`src/logic/cfrc_pkg.sv`:
```
// Shared types and constants of the card file read and update command engine
package cfrc_pkg;

	// ******************************************************
	// Commands, file kinds, results and states
	// ******************************************************
	typedef enum logic [1:0] {
		CFRC_STATUS_CMD = 2'h0,
		CFRC_TRANSPARENT_READ_CMD = 2'h1,
		CFRC_TRANSPARENT_WRITE_CMD = 2'h2,
		CFRC_RECORD_READ_CMD = 2'h3
	} cfrc_cmd_t;

	typedef enum logic [1:0] {
		CFRC_FILE_NONE = 2'h0,
		CFRC_FILE_TRANSPARENT = 2'h1,
		CFRC_FILE_LINEAR = 2'h2,
		CFRC_FILE_CYCLIC = 2'h3
	} cfrc_file_t;

	typedef enum logic [2:0] {
		CFRC_RES_OK = 3'h0,
		CFRC_RES_NO_ACCESS = 3'h1,
		CFRC_RES_BAD_FILE = 3'h2,
		CFRC_RES_OUT_OF_RANGE = 3'h3,
		CFRC_RES_NO_RECORD = 3'h4,
		CFRC_RES_RESERVED_VALUE = 3'h5,
		CFRC_RES_BAD_LENGTH = 3'h6
	} cfrc_result_t;

	typedef enum logic [1:0] {
		CFRC_INFO_SELECT_DATA = 2'h0,
		CFRC_INFO_NAME_OBJECT = 2'h1,
		CFRC_INFO_NO_DATA = 2'h2
	} cfrc_info_t;

	// Gray codes along idle, decide, issue, wait, pause
	typedef enum logic [2:0] {
		CFRC_IDLE = 3'h0,
		CFRC_DECIDE = 3'h1,
		CFRC_ISSUE = 3'h3,
		CFRC_WAIT = 3'h2,
		CFRC_PAUSE = 3'h6,
		CFRC_WRITE = 3'h7,
		CFRC_WSTORE = 3'h5,
		CFRC_DONE = 3'h4
	} cfrc_state_t;

	// ******************************************************
	// Parameter codings
	// ******************************************************
	localparam logic [7:0] CFRC_APP_NONE = 8'h00;
	localparam logic [7:0] CFRC_APP_INIT = 8'h01;
	localparam logic [7:0] CFRC_APP_TERM = 8'h02;
	localparam logic [7:0] CFRC_STAT_SELECT = 8'h00;
	localparam logic [7:0] CFRC_STAT_NAME = 8'h01;
	localparam logic [7:0] CFRC_STAT_NODATA = 8'h0C;
	localparam int CFRC_P1_OFFSET_SEL_BIT = 7;
	localparam logic [2:0] CFRC_P1_SFI_PREFIX = 3'h4;
	localparam logic [4:0] CFRC_SFI_CURRENT = 5'h00;
	localparam logic [4:0] CFRC_SFI_RESERVED = 5'h1F;
	localparam logic [2:0] CFRC_MODE_NEXT = 3'h2;
	localparam logic [2:0] CFRC_MODE_PREV = 3'h3;
	localparam logic [2:0] CFRC_MODE_ABS = 3'h4;
	localparam logic [7:0] CFRC_REC_CURRENT = 8'h00;
	localparam logic [8:0] CFRC_LEN_ZERO_MEANS = 9'h100;

	// ******************************************************
	// Reset values
	// ******************************************************
	localparam logic [7:0] CFRC_RESET_PTR = 8'h00;
	localparam logic [1:0] CFRC_RESET_APP = 2'h0;

endpackage

```
`src/logic/cfrc_fifo.sv`:
```
// Small valid/ready buffer for the response byte stream
`timescale 1ns/1ns
`default_nettype none
module cfrc_fifo #(
	parameter int WIDTH = 8,
	parameter int DEPTH = 2
) (
	input wire logic clk,
	input wire logic rstn,
	input wire logic inValid,
	output logic inReady,
	input wire logic [WIDTH-1:0] inData,
	output logic outValid,
	input wire logic outReady,
	output logic [WIDTH-1:0] outData
);
	localparam int AW = (DEPTH > 1) ? $clog2(DEPTH) : 1;
	localparam int CW = $clog2(DEPTH + 1);

	logic [WIDTH-1:0] mem_reg [DEPTH];
	logic [AW-1:0] wp_reg, wp_next, rp_reg, rp_next;
	logic [CW-1:0] count_reg, count_next;
	logic push, pop;

	// ******************************************************
	// Pointer and count update
	// ******************************************************
	always_comb begin
		push = inValid && (count_reg != CW'(DEPTH));
		pop = (count_reg != '0) && outReady;
		wp_next = wp_reg;
		rp_next = rp_reg;
		count_next = count_reg;
		if (push) begin
			wp_next = (wp_reg == AW'(DEPTH - 1)) ? '0 : AW'(wp_reg + 1'b1);
		end
		if (pop) begin
			rp_next = (rp_reg == AW'(DEPTH - 1)) ? '0 : AW'(rp_reg + 1'b1);
		end
		if (push && !pop) begin
			count_next = CW'(count_reg + 1'b1);
		end else if (pop && !push) begin
			count_next = CW'(count_reg - 1'b1);
		end
	end

	always_ff @(posedge clk) begin
		if (!rstn) begin
			wp_reg <= '0;
			rp_reg <= '0;
			count_reg <= '0;
		end else begin
			wp_reg <= wp_next;
			rp_reg <= rp_next;
			count_reg <= count_next;
		end
	end

	// Storage has no reset; it is only read while count says valid
	always_ff @(posedge clk) begin
		if (push) begin
			mem_reg[wp_reg] <= inData;
		end
	end

	assign inReady = (count_reg != CW'(DEPTH));
	assign outValid = (count_reg != '0);
	assign outData = mem_reg[rp_reg];
endmodule
`default_nettype wire

```
`src/logic/cfrc_engine.sv`:
```
// Command engine for status, transparent read/write and record read
`timescale 1ns/1ns
`default_nettype none
// What this block does
// Status first parameter gives application indication
// Status second parameter picks returned information
// Status reports selection, takes no data
// Terminal sets status length empty, 00, maximum
// Binary read only when read allowed
// Top bit zero: fifteen-bit offset
// Prefix 100: short id, second parameter offset
// Binary read returns exactly expected length
// Binary update only when update allowed
// Update shares read addressing, length gives count
// Record read only when read allowed
// Failed record read keeps the pointer
// Current mode reads pointer, pointer kept
// Absolute mode reads numbered record
// Next advances pointer; unset reads first
// Linear next at last: no data
// Cyclic next at last wraps first
// Previous steps back; unset reads last
// Linear previous at first: no data
// Cyclic previous at first wraps last
// Upper five bits: current file or id
// Low three bits select record mode
// Terminal sends zero record number there
// New file selection unsets the pointer
module cfrc_engine
	import cfrc_pkg::*;
#(
	parameter int BUF_DEPTH = 2
) (
	input wire logic clk,
	input wire logic rstn,
	input wire logic cmdValid,
	output logic cmdReady,
	input wire cfrc_cmd_t cmdKind,
	input wire logic [7:0] cmdP1,
	input wire logic [7:0] cmdP2,
	input wire logic [7:0] cmdLe,
	input wire logic [7:0] cmdLc,
	output logic sfiSelect,
	output logic [4:0] sfiValue,
	input wire cfrc_file_t fileKind,
	input wire logic [15:0] fileSize,
	input wire logic [7:0] recLen,
	input wire logic [7:0] recCount,
	input wire logic readAllowed,
	input wire logic updateAllowed,
	input wire logic fileChanged,
	output logic memRdEn,
	output logic memWrEn,
	output logic [15:0] memAddr,
	output logic [7:0] memWdata,
	input wire logic [7:0] memRdata,
	input wire logic wrValid,
	output logic wrReady,
	input wire logic [7:0] wrData,
	output logic rspValid,
	input wire logic rspReady,
	output logic [7:0] rspData,
	output logic done,
	output cfrc_result_t result,
	output logic [1:0] appIndication,
	output logic infoReq,
	output cfrc_info_t infoSel,
	output logic [7:0] recPointer,
	output logic pointerSet
);
	cfrc_state_t state_reg, state_next;
	cfrc_cmd_t kind_reg, kind_next;
	cfrc_result_t result_reg, result_next;
	cfrc_info_t infoSel_reg, infoSel_next;
	logic [7:0] p1_reg, p1_next, p2_reg, p2_next, le_reg, le_next, lc_reg, lc_next;
	logic [7:0] ptr_reg, ptr_next, newPtr_reg, newPtr_next;
	logic ptrSet_reg, ptrSet_next, commit_reg, commit_next;
	logic [8:0] remain_reg, remain_next;
	logic [15:0] addr_reg, addr_next;
	logic [7:0] wdata_reg, wdata_next;
	logic [1:0] app_reg, app_next;
	logic [4:0] sfiVal_reg, sfiVal_next;
	logic sfiSel_reg, sfiSel_next, infoReq_reg, infoReq_next, done_reg, done_next;
	logic cmdReady_reg, memRdEn_reg, memWrEn_reg, wrReady_reg;
	logic fifoInValid, fifoInReady;
	logic [15:0] binOffset;
	logic [8:0] binLen, recRdLen;
	logic [16:0] binEnd;
	logic binReserved, binBySfi;
	logic [7:0] recSel;
	logic recFail, recReserved;
	cfrc_result_t recRes;
	logic [15:0] recBase;

	// ******************************************************
	// Helpers
	// ******************************************************
	// Zero in the expected length means the full short-form span
	function automatic logic [8:0] cfrc_len(input logic [7:0] raw);
		cfrc_len = (raw == 8'h00) ? CFRC_LEN_ZERO_MEANS : {1'b0, raw};
	endfunction

	function automatic logic cfrc_is_record(input cfrc_file_t k);
		cfrc_is_record = (k == CFRC_FILE_LINEAR) || (k == CFRC_FILE_CYCLIC);
	endfunction

	// ******************************************************
	// Transparent file addressing
	// ******************************************************
	always_comb begin
		binBySfi = (p1_reg[7:5] == CFRC_P1_SFI_PREFIX);
		binReserved = p1_reg[CFRC_P1_OFFSET_SEL_BIT] && !binBySfi;
		if (!p1_reg[CFRC_P1_OFFSET_SEL_BIT]) begin
			binOffset = {1'b0, p1_reg[6:0], p2_reg};
		end else begin
			binOffset = {8'h00, p2_reg};
		end
		// Update takes its count from the command length
		binLen = (kind_reg == CFRC_TRANSPARENT_WRITE_CMD) ? {1'b0, lc_reg} : cfrc_len(le_reg);
		binEnd = {1'b0, binOffset} + {8'h00, binLen};
	end

	// ******************************************************
	// Record selection and pointer movement
	// ******************************************************
	always_comb begin
		recSel = ptr_reg;
		recFail = 1'b0;
		recRes = CFRC_RES_OK;
		recReserved = (p2_reg[7:3] == CFRC_SFI_RESERVED);
		case (p2_reg[2:0])
			CFRC_MODE_NEXT: begin
				if (!ptrSet_reg) begin
					recSel = 8'h01;
				end else if (ptr_reg == recCount) begin
					if (fileKind == CFRC_FILE_CYCLIC) begin
						recSel = 8'h01;
					end else begin
						recFail = 1'b1;
					end
				end else begin
					recSel = 8'(ptr_reg + 8'h01);
				end
			end
			CFRC_MODE_PREV: begin
				if (!ptrSet_reg) begin
					recSel = recCount;
				end else if (ptr_reg == 8'h01) begin
					if (fileKind == CFRC_FILE_CYCLIC) begin
						recSel = recCount;
					end else begin
						recFail = 1'b1;
					end
				end else begin
					recSel = 8'(ptr_reg - 8'h01);
				end
			end
			CFRC_MODE_ABS: begin
				if (p1_reg == CFRC_REC_CURRENT) begin
					recSel = ptr_reg;
					recFail = !ptrSet_reg;
				end else begin
					recSel = p1_reg;
				end
			end
			default: begin
				recReserved = 1'b1;
			end
		endcase
		if (recFail || recCount == 8'h00) begin
			recRes = CFRC_RES_NO_RECORD;
		end else if (recSel > recCount) begin
			recRes = CFRC_RES_OUT_OF_RANGE;
		end
		recRdLen = (le_reg == 8'h00) ? {1'b0, recLen} : {1'b0, le_reg};
		recBase = 16'((16'(recSel) - 16'h0001) * 16'(recLen));
	end

	// ******************************************************
	// Sequencer
	// ******************************************************
	always_comb begin
		state_next = state_reg;
		kind_next = kind_reg;
		p1_next = p1_reg;
		p2_next = p2_reg;
		le_next = le_reg;
		lc_next = lc_reg;
		result_next = result_reg;
		infoSel_next = infoSel_reg;
		ptr_next = ptr_reg;
		ptrSet_next = ptrSet_reg;
		newPtr_next = newPtr_reg;
		commit_next = commit_reg;
		remain_next = remain_reg;
		addr_next = addr_reg;
		wdata_next = wdata_reg;
		app_next = app_reg;
		sfiVal_next = sfiVal_reg;
		sfiSel_next = 1'b0;
		infoReq_next = 1'b0;
		fifoInValid = 1'b0;
		case (state_reg)
			CFRC_IDLE: begin
				if (cmdValid) begin
					kind_next = cmdKind;
					p1_next = cmdP1;
					p2_next = cmdP2;
					le_next = cmdLe;
					lc_next = cmdLc;
					commit_next = 1'b0;
					state_next = CFRC_DECIDE;
					// Short id referencing selects a new file before the decision
					if (cmdKind == CFRC_TRANSPARENT_READ_CMD
						|| cmdKind == CFRC_TRANSPARENT_WRITE_CMD) begin
						if (cmdP1[7:5] == CFRC_P1_SFI_PREFIX) begin
							sfiSel_next = 1'b1;
							sfiVal_next = cmdP1[4:0];
						end
					end else if (cmdKind == CFRC_RECORD_READ_CMD) begin
						if (cmdP2[7:3] != CFRC_SFI_CURRENT
							&& cmdP2[7:3] != CFRC_SFI_RESERVED) begin
							sfiSel_next = 1'b1;
							sfiVal_next = cmdP2[7:3];
						end
					end
				end
			end
			CFRC_DECIDE: begin
				state_next = CFRC_DONE;
				result_next = CFRC_RES_OK;
				case (kind_reg)
					CFRC_STATUS_CMD: begin
						// Expected length is not checked; any reply size is allowed
						if (p1_reg != CFRC_APP_NONE && p1_reg != CFRC_APP_INIT
							&& p1_reg != CFRC_APP_TERM) begin
							result_next = CFRC_RES_RESERVED_VALUE;
						end else if (p2_reg == CFRC_STAT_SELECT) begin
							infoSel_next = CFRC_INFO_SELECT_DATA;
						end else if (p2_reg == CFRC_STAT_NAME) begin
							infoSel_next = CFRC_INFO_NAME_OBJECT;
						end else if (p2_reg == CFRC_STAT_NODATA) begin
							infoSel_next = CFRC_INFO_NO_DATA;
						end else begin
							result_next = CFRC_RES_RESERVED_VALUE;
						end
						if (result_next == CFRC_RES_OK) begin
							app_next = p1_reg[1:0];
							infoReq_next = 1'b1;
						end
					end
					CFRC_TRANSPARENT_READ_CMD, CFRC_TRANSPARENT_WRITE_CMD: begin
						if (binReserved) begin
							result_next = CFRC_RES_RESERVED_VALUE;
						end else if (fileKind != CFRC_FILE_TRANSPARENT) begin
							result_next = CFRC_RES_BAD_FILE;
						end else if (kind_reg == CFRC_TRANSPARENT_READ_CMD && !readAllowed) begin
							result_next = CFRC_RES_NO_ACCESS;
						end else if (kind_reg == CFRC_TRANSPARENT_WRITE_CMD
							&& !updateAllowed) begin
							result_next = CFRC_RES_NO_ACCESS;
						end else if (binEnd > {1'b0, fileSize}) begin
							result_next = CFRC_RES_OUT_OF_RANGE;
						end else if (binLen != 9'h000) begin
							addr_next = binOffset;
							remain_next = binLen;
							if (kind_reg == CFRC_TRANSPARENT_READ_CMD) begin
								state_next = CFRC_PAUSE;
							end else begin
								state_next = CFRC_WRITE;
							end
						end
					end
					default: begin
						if (recReserved) begin
							result_next = CFRC_RES_RESERVED_VALUE;
						end else if (!cfrc_is_record(fileKind)) begin
							result_next = CFRC_RES_BAD_FILE;
						end else if (!readAllowed) begin
							result_next = CFRC_RES_NO_ACCESS;
						end else if (recRes != CFRC_RES_OK) begin
							result_next = recRes;
						end else if (recRdLen > {1'b0, recLen} || recRdLen == 9'h000) begin
							result_next = CFRC_RES_BAD_LENGTH;
						end else begin
							addr_next = recBase;
							remain_next = recRdLen;
							newPtr_next = recSel;
							commit_next = (p2_reg[2:0] != CFRC_MODE_ABS);
							state_next = CFRC_PAUSE;
						end
					end
				endcase
			end
			CFRC_PAUSE: begin
				// One read in flight at a time, so room now means room at capture
				if (fifoInReady) begin
					state_next = CFRC_ISSUE;
				end
			end
			CFRC_ISSUE: begin
				state_next = CFRC_WAIT;
			end
			CFRC_WAIT: begin
				fifoInValid = 1'b1;
				addr_next = 16'(addr_reg + 16'h0001);
				remain_next = 9'(remain_reg - 9'h001);
				state_next = (remain_reg == 9'h001) ? CFRC_DONE : CFRC_PAUSE;
			end
			CFRC_WRITE: begin
				if (wrValid) begin
					wdata_next = wrData;
					state_next = CFRC_WSTORE;
				end
			end
			CFRC_WSTORE: begin
				addr_next = 16'(addr_reg + 16'h0001);
				remain_next = 9'(remain_reg - 9'h001);
				state_next = (remain_reg == 9'h001) ? CFRC_DONE : CFRC_WRITE;
			end
			CFRC_DONE: begin
				// Pointer moves only on a record read that ends with an OK result
				if (commit_reg && result_reg == CFRC_RES_OK) begin
					ptr_next = newPtr_reg;
					ptrSet_next = 1'b1;
				end
				state_next = CFRC_IDLE;
			end
			default: begin
				state_next = CFRC_IDLE;
			end
		endcase
		// A new selection beats any commit in the same cycle
		if (sfiSel_next || fileChanged) begin
			ptrSet_next = 1'b0;
			ptr_next = CFRC_RESET_PTR;
		end
		done_next = (state_next == CFRC_DONE);
	end

	always_ff @(posedge clk) begin
		if (!rstn) begin
			state_reg <= CFRC_IDLE;
			kind_reg <= CFRC_STATUS_CMD;
			p1_reg <= 8'h00;
			p2_reg <= 8'h00;
			le_reg <= 8'h00;
			lc_reg <= 8'h00;
			result_reg <= CFRC_RES_OK;
			infoSel_reg <= CFRC_INFO_SELECT_DATA;
			ptr_reg <= CFRC_RESET_PTR;
			ptrSet_reg <= 1'b0;
			newPtr_reg <= CFRC_RESET_PTR;
			commit_reg <= 1'b0;
			remain_reg <= 9'h000;
			addr_reg <= 16'h0000;
			wdata_reg <= 8'h00;
			app_reg <= CFRC_RESET_APP;
			sfiVal_reg <= 5'h00;
			sfiSel_reg <= 1'b0;
			infoReq_reg <= 1'b0;
			done_reg <= 1'b0;
			cmdReady_reg <= 1'b0;
			memRdEn_reg <= 1'b0;
			memWrEn_reg <= 1'b0;
			wrReady_reg <= 1'b0;
		end else begin
			state_reg <= state_next;
			kind_reg <= kind_next;
			p1_reg <= p1_next;
			p2_reg <= p2_next;
			le_reg <= le_next;
			lc_reg <= lc_next;
			result_reg <= result_next;
			infoSel_reg <= infoSel_next;
			ptr_reg <= ptr_next;
			ptrSet_reg <= ptrSet_next;
			newPtr_reg <= newPtr_next;
			commit_reg <= commit_next;
			remain_reg <= remain_next;
			addr_reg <= addr_next;
			wdata_reg <= wdata_next;
			app_reg <= app_next;
			sfiVal_reg <= sfiVal_next;
			sfiSel_reg <= sfiSel_next;
			infoReq_reg <= infoReq_next;
			done_reg <= done_next;
			cmdReady_reg <= (state_next == CFRC_IDLE);
			memRdEn_reg <= (state_next == CFRC_ISSUE);
			memWrEn_reg <= (state_next == CFRC_WSTORE);
			wrReady_reg <= (state_next == CFRC_WRITE);
		end
	end

	// ******************************************************
	// Response buffer
	// ******************************************************
	// Receiver stalls hold the engine in pause, never drop a byte
	cfrc_fifo #(
		.WIDTH(8),
		.DEPTH(BUF_DEPTH)
	) u_rsp_fifo (
		.clk(clk),
		.rstn(rstn),
		.inValid(fifoInValid),
		.inReady(fifoInReady),
		.inData(memRdata),
		.outValid(rspValid),
		.outReady(rspReady),
		.outData(rspData)
	);

	// Outputs straight from flops
	assign cmdReady = cmdReady_reg;
	assign sfiSelect = sfiSel_reg;
	assign sfiValue = sfiVal_reg;
	assign memRdEn = memRdEn_reg;
	assign memWrEn = memWrEn_reg;
	assign memAddr = addr_reg;
	assign memWdata = wdata_reg;
	assign wrReady = wrReady_reg;
	assign done = done_reg;
	assign result = result_reg;
	assign appIndication = app_reg;
	assign infoReq = infoReq_reg;
	assign infoSel = infoSel_reg;
	assign recPointer = ptr_reg;
	assign pointerSet = ptrSet_reg;
endmodule
`default_nettype wire

```
`config.mk`:
```
export PLATFORM = sky130hd
export DESIGN_NAME = cfrc_engine
export DESIGN_NICKNAME = d
export VERILOG_FILES = /design/src/logic/cfrc_pkg.sv /design/src/logic/cfrc_fifo.sv /design/src/logic/cfrc_engine.sv
export SDC_FILE = /design/constraint.sdc
export NUM_CORES = 1
export LEC_CHECK = 0
export BUFFER_PORTS_ARGS = -buffer_cell sky130_fd_sc_hd__buf_2
export CORE_MARGIN = 2
export CORE_UTILIZATION = 50
export CTS_BUF_LIST = sky130_fd_sc_hd__clkbuf_4 sky130_fd_sc_hd__clkbuf_8
export DETAILED_ROUTE_END_ITERATION = 12
export PLACE_DENSITY = 0.71
export SYNTH_ARGS = -nofsm -noshare
export SYNTH_HDL_FRONTEND = slang
export SYNTH_SLANG_ARGS = --single-unit
```
`constraint.sdc`:
```
create_clock -name clk -period 11.1 [get_ports clk]
set_input_delay 3.33 -clock clk [delete_from_list [all_inputs] [get_ports clk]]
set_output_delay 3.33 -clock clk [all_outputs]
set_load 0.05 [all_outputs]
```
==> metrics <==
Final HPWL DP=25.6 mm; Core ar.=22000 sq um; max cap viols=0; Hold Path Depth=2; setup violators final=0; most frequent cell after synthesis=nand2_1; outcome=completed; site row count=54; Slew @ Worst Pin=0.920 ns; clock skew=0.0156 ns; Port Buffers=152; Post-synth EDFFs=16; crit end category=flop; design area=12600 sq um; kind of critical path=primary input to flop; n_diodes=0; post-synth top area share=19.9%; H-tree levels=4; DRT Pass-1 Iters=6; Worst Path Required=11.46 ns; Synth top cells by count=nand2_1 (186), inv_1 (149), a21oi_1 (128); pins over their slew limit=0; Avg Inst Size Synth=7.84 sq um; most used cell, CP=a21oi_1; Slew HR=37.9%; GRT Resource Usage Total=28.0%; antenna-violating nets left=0; share of layout cells above drive strength 1=14.9%; DR WL/cell=18.2 um; total setup buffers inserted after CTS=0; drt drc=0; Vias/cell=5.85; grt total ovfl=0; cell accounting for the most synthesized area=dfxtp_1; top cells by area, synth=dfxtp_1 (20%), ha_1 (10%), fa_1 (9.4%); startpoint types=primary input; vias in the first global route=10100; FMAX=98.7 MHz; die area=23800 sq um; deepest clock path buffer count=2; Syn Inst Count=1440; routed vias=10800; Inserted Clock Buffers=17; number of synthesis warnings=0; Worst VDD drop=0.361 mV; min Tclk post-route=10.13 ns; CP top delay family=adder cells; drt first-iter violations=843; net count after synthesis=1675; worst skew pair latency=0.45 ns; clock-pin slew on the worst setup and hold paths=0.09 ns; Hold Fails Final Rpt=0; Root Buffer=clkbuf_8; Register-to-Register Path Depth=30; Finished Core Util=57.2%; RD Place Congestion=0.985; CTS tree=built; Die X=154 um; post-synth cell types=84; Top Ports=153; Synth Register Bits=128; Critical Path AT=10.49 ns; Sink Count=128; HP Class=flop to flop; hold_buf cts=0; Initial Utilization=51.3%; placed inst area=12200 sq um; sequential-to-total area share from yosys stat=24.1%; Worst path depth=30; Area Overhead vs Synth=11.6%; synthesized cell area=11300 sq um; initial antenna violation count=0; CP max-delay cell=fa_1; Die Y=154 um; fin crit share=91.3%; largest net degree at the start of global routing=54; Power Density=313 nW/um^2; CP max FO=9; Final TNS setup=0 ns; Post-CTS Resized=0; global-route wire length before repair=53.5 mm; Max stage delay on crit path=0.58 ns; Buf/Inv on CP=4; final wirelength=33.4 mm; top_reg_cell synth=dfxtp_1; asr flop ratio synth=0%; unrepaired setup endpoints after global routing=false; Lkg Pwr=0.00588 uW; fin nets=1781
## power breakdown
group / total [uW] / internal (uW) / switching, uW / leakage [uW]
Combinational: 2970 / 1290 / 1680 / 0.00462
Sequential: 570 / 508 / 61.7 / 0.00106
Clock: 409 / 189 / 220 / 0.000203
Total: 3950 / 1980 / 1970 / 0.00588
## routing by layer
| layer | share of wire (%) | global-route usage (%) | up-vias |
|---|---|---|---|
| met2 | 45 | 44.0 | 437 |
| li1 | - | - | 5174 |
| met4 | 3.1 | 9.96 | 0 |
| met1 | 46 | 39.9 | 5062 |
| met3 | 6.6 | 3.73 | 77 |
| met5 | 0 | 0 | - |
## cell families (layout without fill, tap and decap cells)
| logic type | Yosys count | in the layout | share of synthesized area, % |
|---|---|---|---|
| and+or+nand+nor | 534 | 534 | 23.3 |
| AOI/OAI and AO/OA | 311 | 311 | 17.3 |
| buffers and inverters | 228 | 347 | 7.82 |
| adders and majority gates | 143 | 143 | 19.4 |
| DFF | 128 | 128 | 24.1 |
| xor gates and xnor gates | 53 | 53 | 4.18 |
| muxes | 43 | 43 | 3.97 |
## worst reg2reg max path, delay by kind of cell, from the launching register on
family,cells,cell delay (ns)
DFF,1,0.72
xor gates and xnor gates,2,0.58
AOI/OAI and AO/OA,10,2.38
buffers and inverters,3,0.17
and+or+nand+nor,8,1.45
adders and majority gates,7,2.73
## metrics by stage
stage / hold slack [ns] / cells / total power, uW / setup WS [ns]
3_5_place_dp: 0.444 / 1807 / 3500 / 0.586
6_report: 0.453 / 1839 / 3950 / 0.966
4_1_cts: 0.455 / 1839 / 3940 / 1.04
5_1_grt: 0.477 / 1839 / 4400 / 0.358
3_3_place_gp: 0.440 / 1807 / 3470 / 0.836
2_1_floorplan: 0.433 / 1440 / 2860 / 1.32
## cells in the final DEF (no fill, tap or decap), drive strengths merged, types with 5 or more instances in the layout
cell type,count
a211oi,10
a21o,18
a21oi,128
a221oi,5
a31oi,10
and2,32
and3,12
buf,164
clkbuf,17
clkinv,7
dfxtp,112
edfxtp,16
fa,53
ha,90
inv,157
mux2,14
mux2i,29
nand2,186
nand2b,18
nand3,33
nand4,18
nor2,125
nor2b,14
nor3,27
nor3b,7
nor4,17
o211ai,9
o21a,5
o21ai,51
o21bai,6
o22ai,10
o31ai,12
o32ai,11
or3,10
or3b,5
or4,8
xnor2,27
xor2,26
## layout make-up
cell class | count | area [sq um]
Fill cell | 2086 | 9430
Multi-Input combinational cell | 1084 | 7700
Sequential cell | 128 | 2720
Timing Repair Buffer | 164 | 851
Inverter | 151 | 567
Tap cell | 280 | 350
Clock buffer | 17 | 234
Clock inverter | 15 | 171
## path summary, 6_finish.rpt
| path | start | end | slack [ns] |
|---|---|---|---|
| min | memWdata[6] | memWdata[6] | 0.45 |
| max reg2reg | recPointer[0] | memAddr[15] | 2.97 |
| max | recCount[2] | memAddr[15] | 0.97 |
| min reg2reg | memWdata[6] | memWdata[6] | 0.45 |
Note: power is estimated with default switching activity, not from simulation.
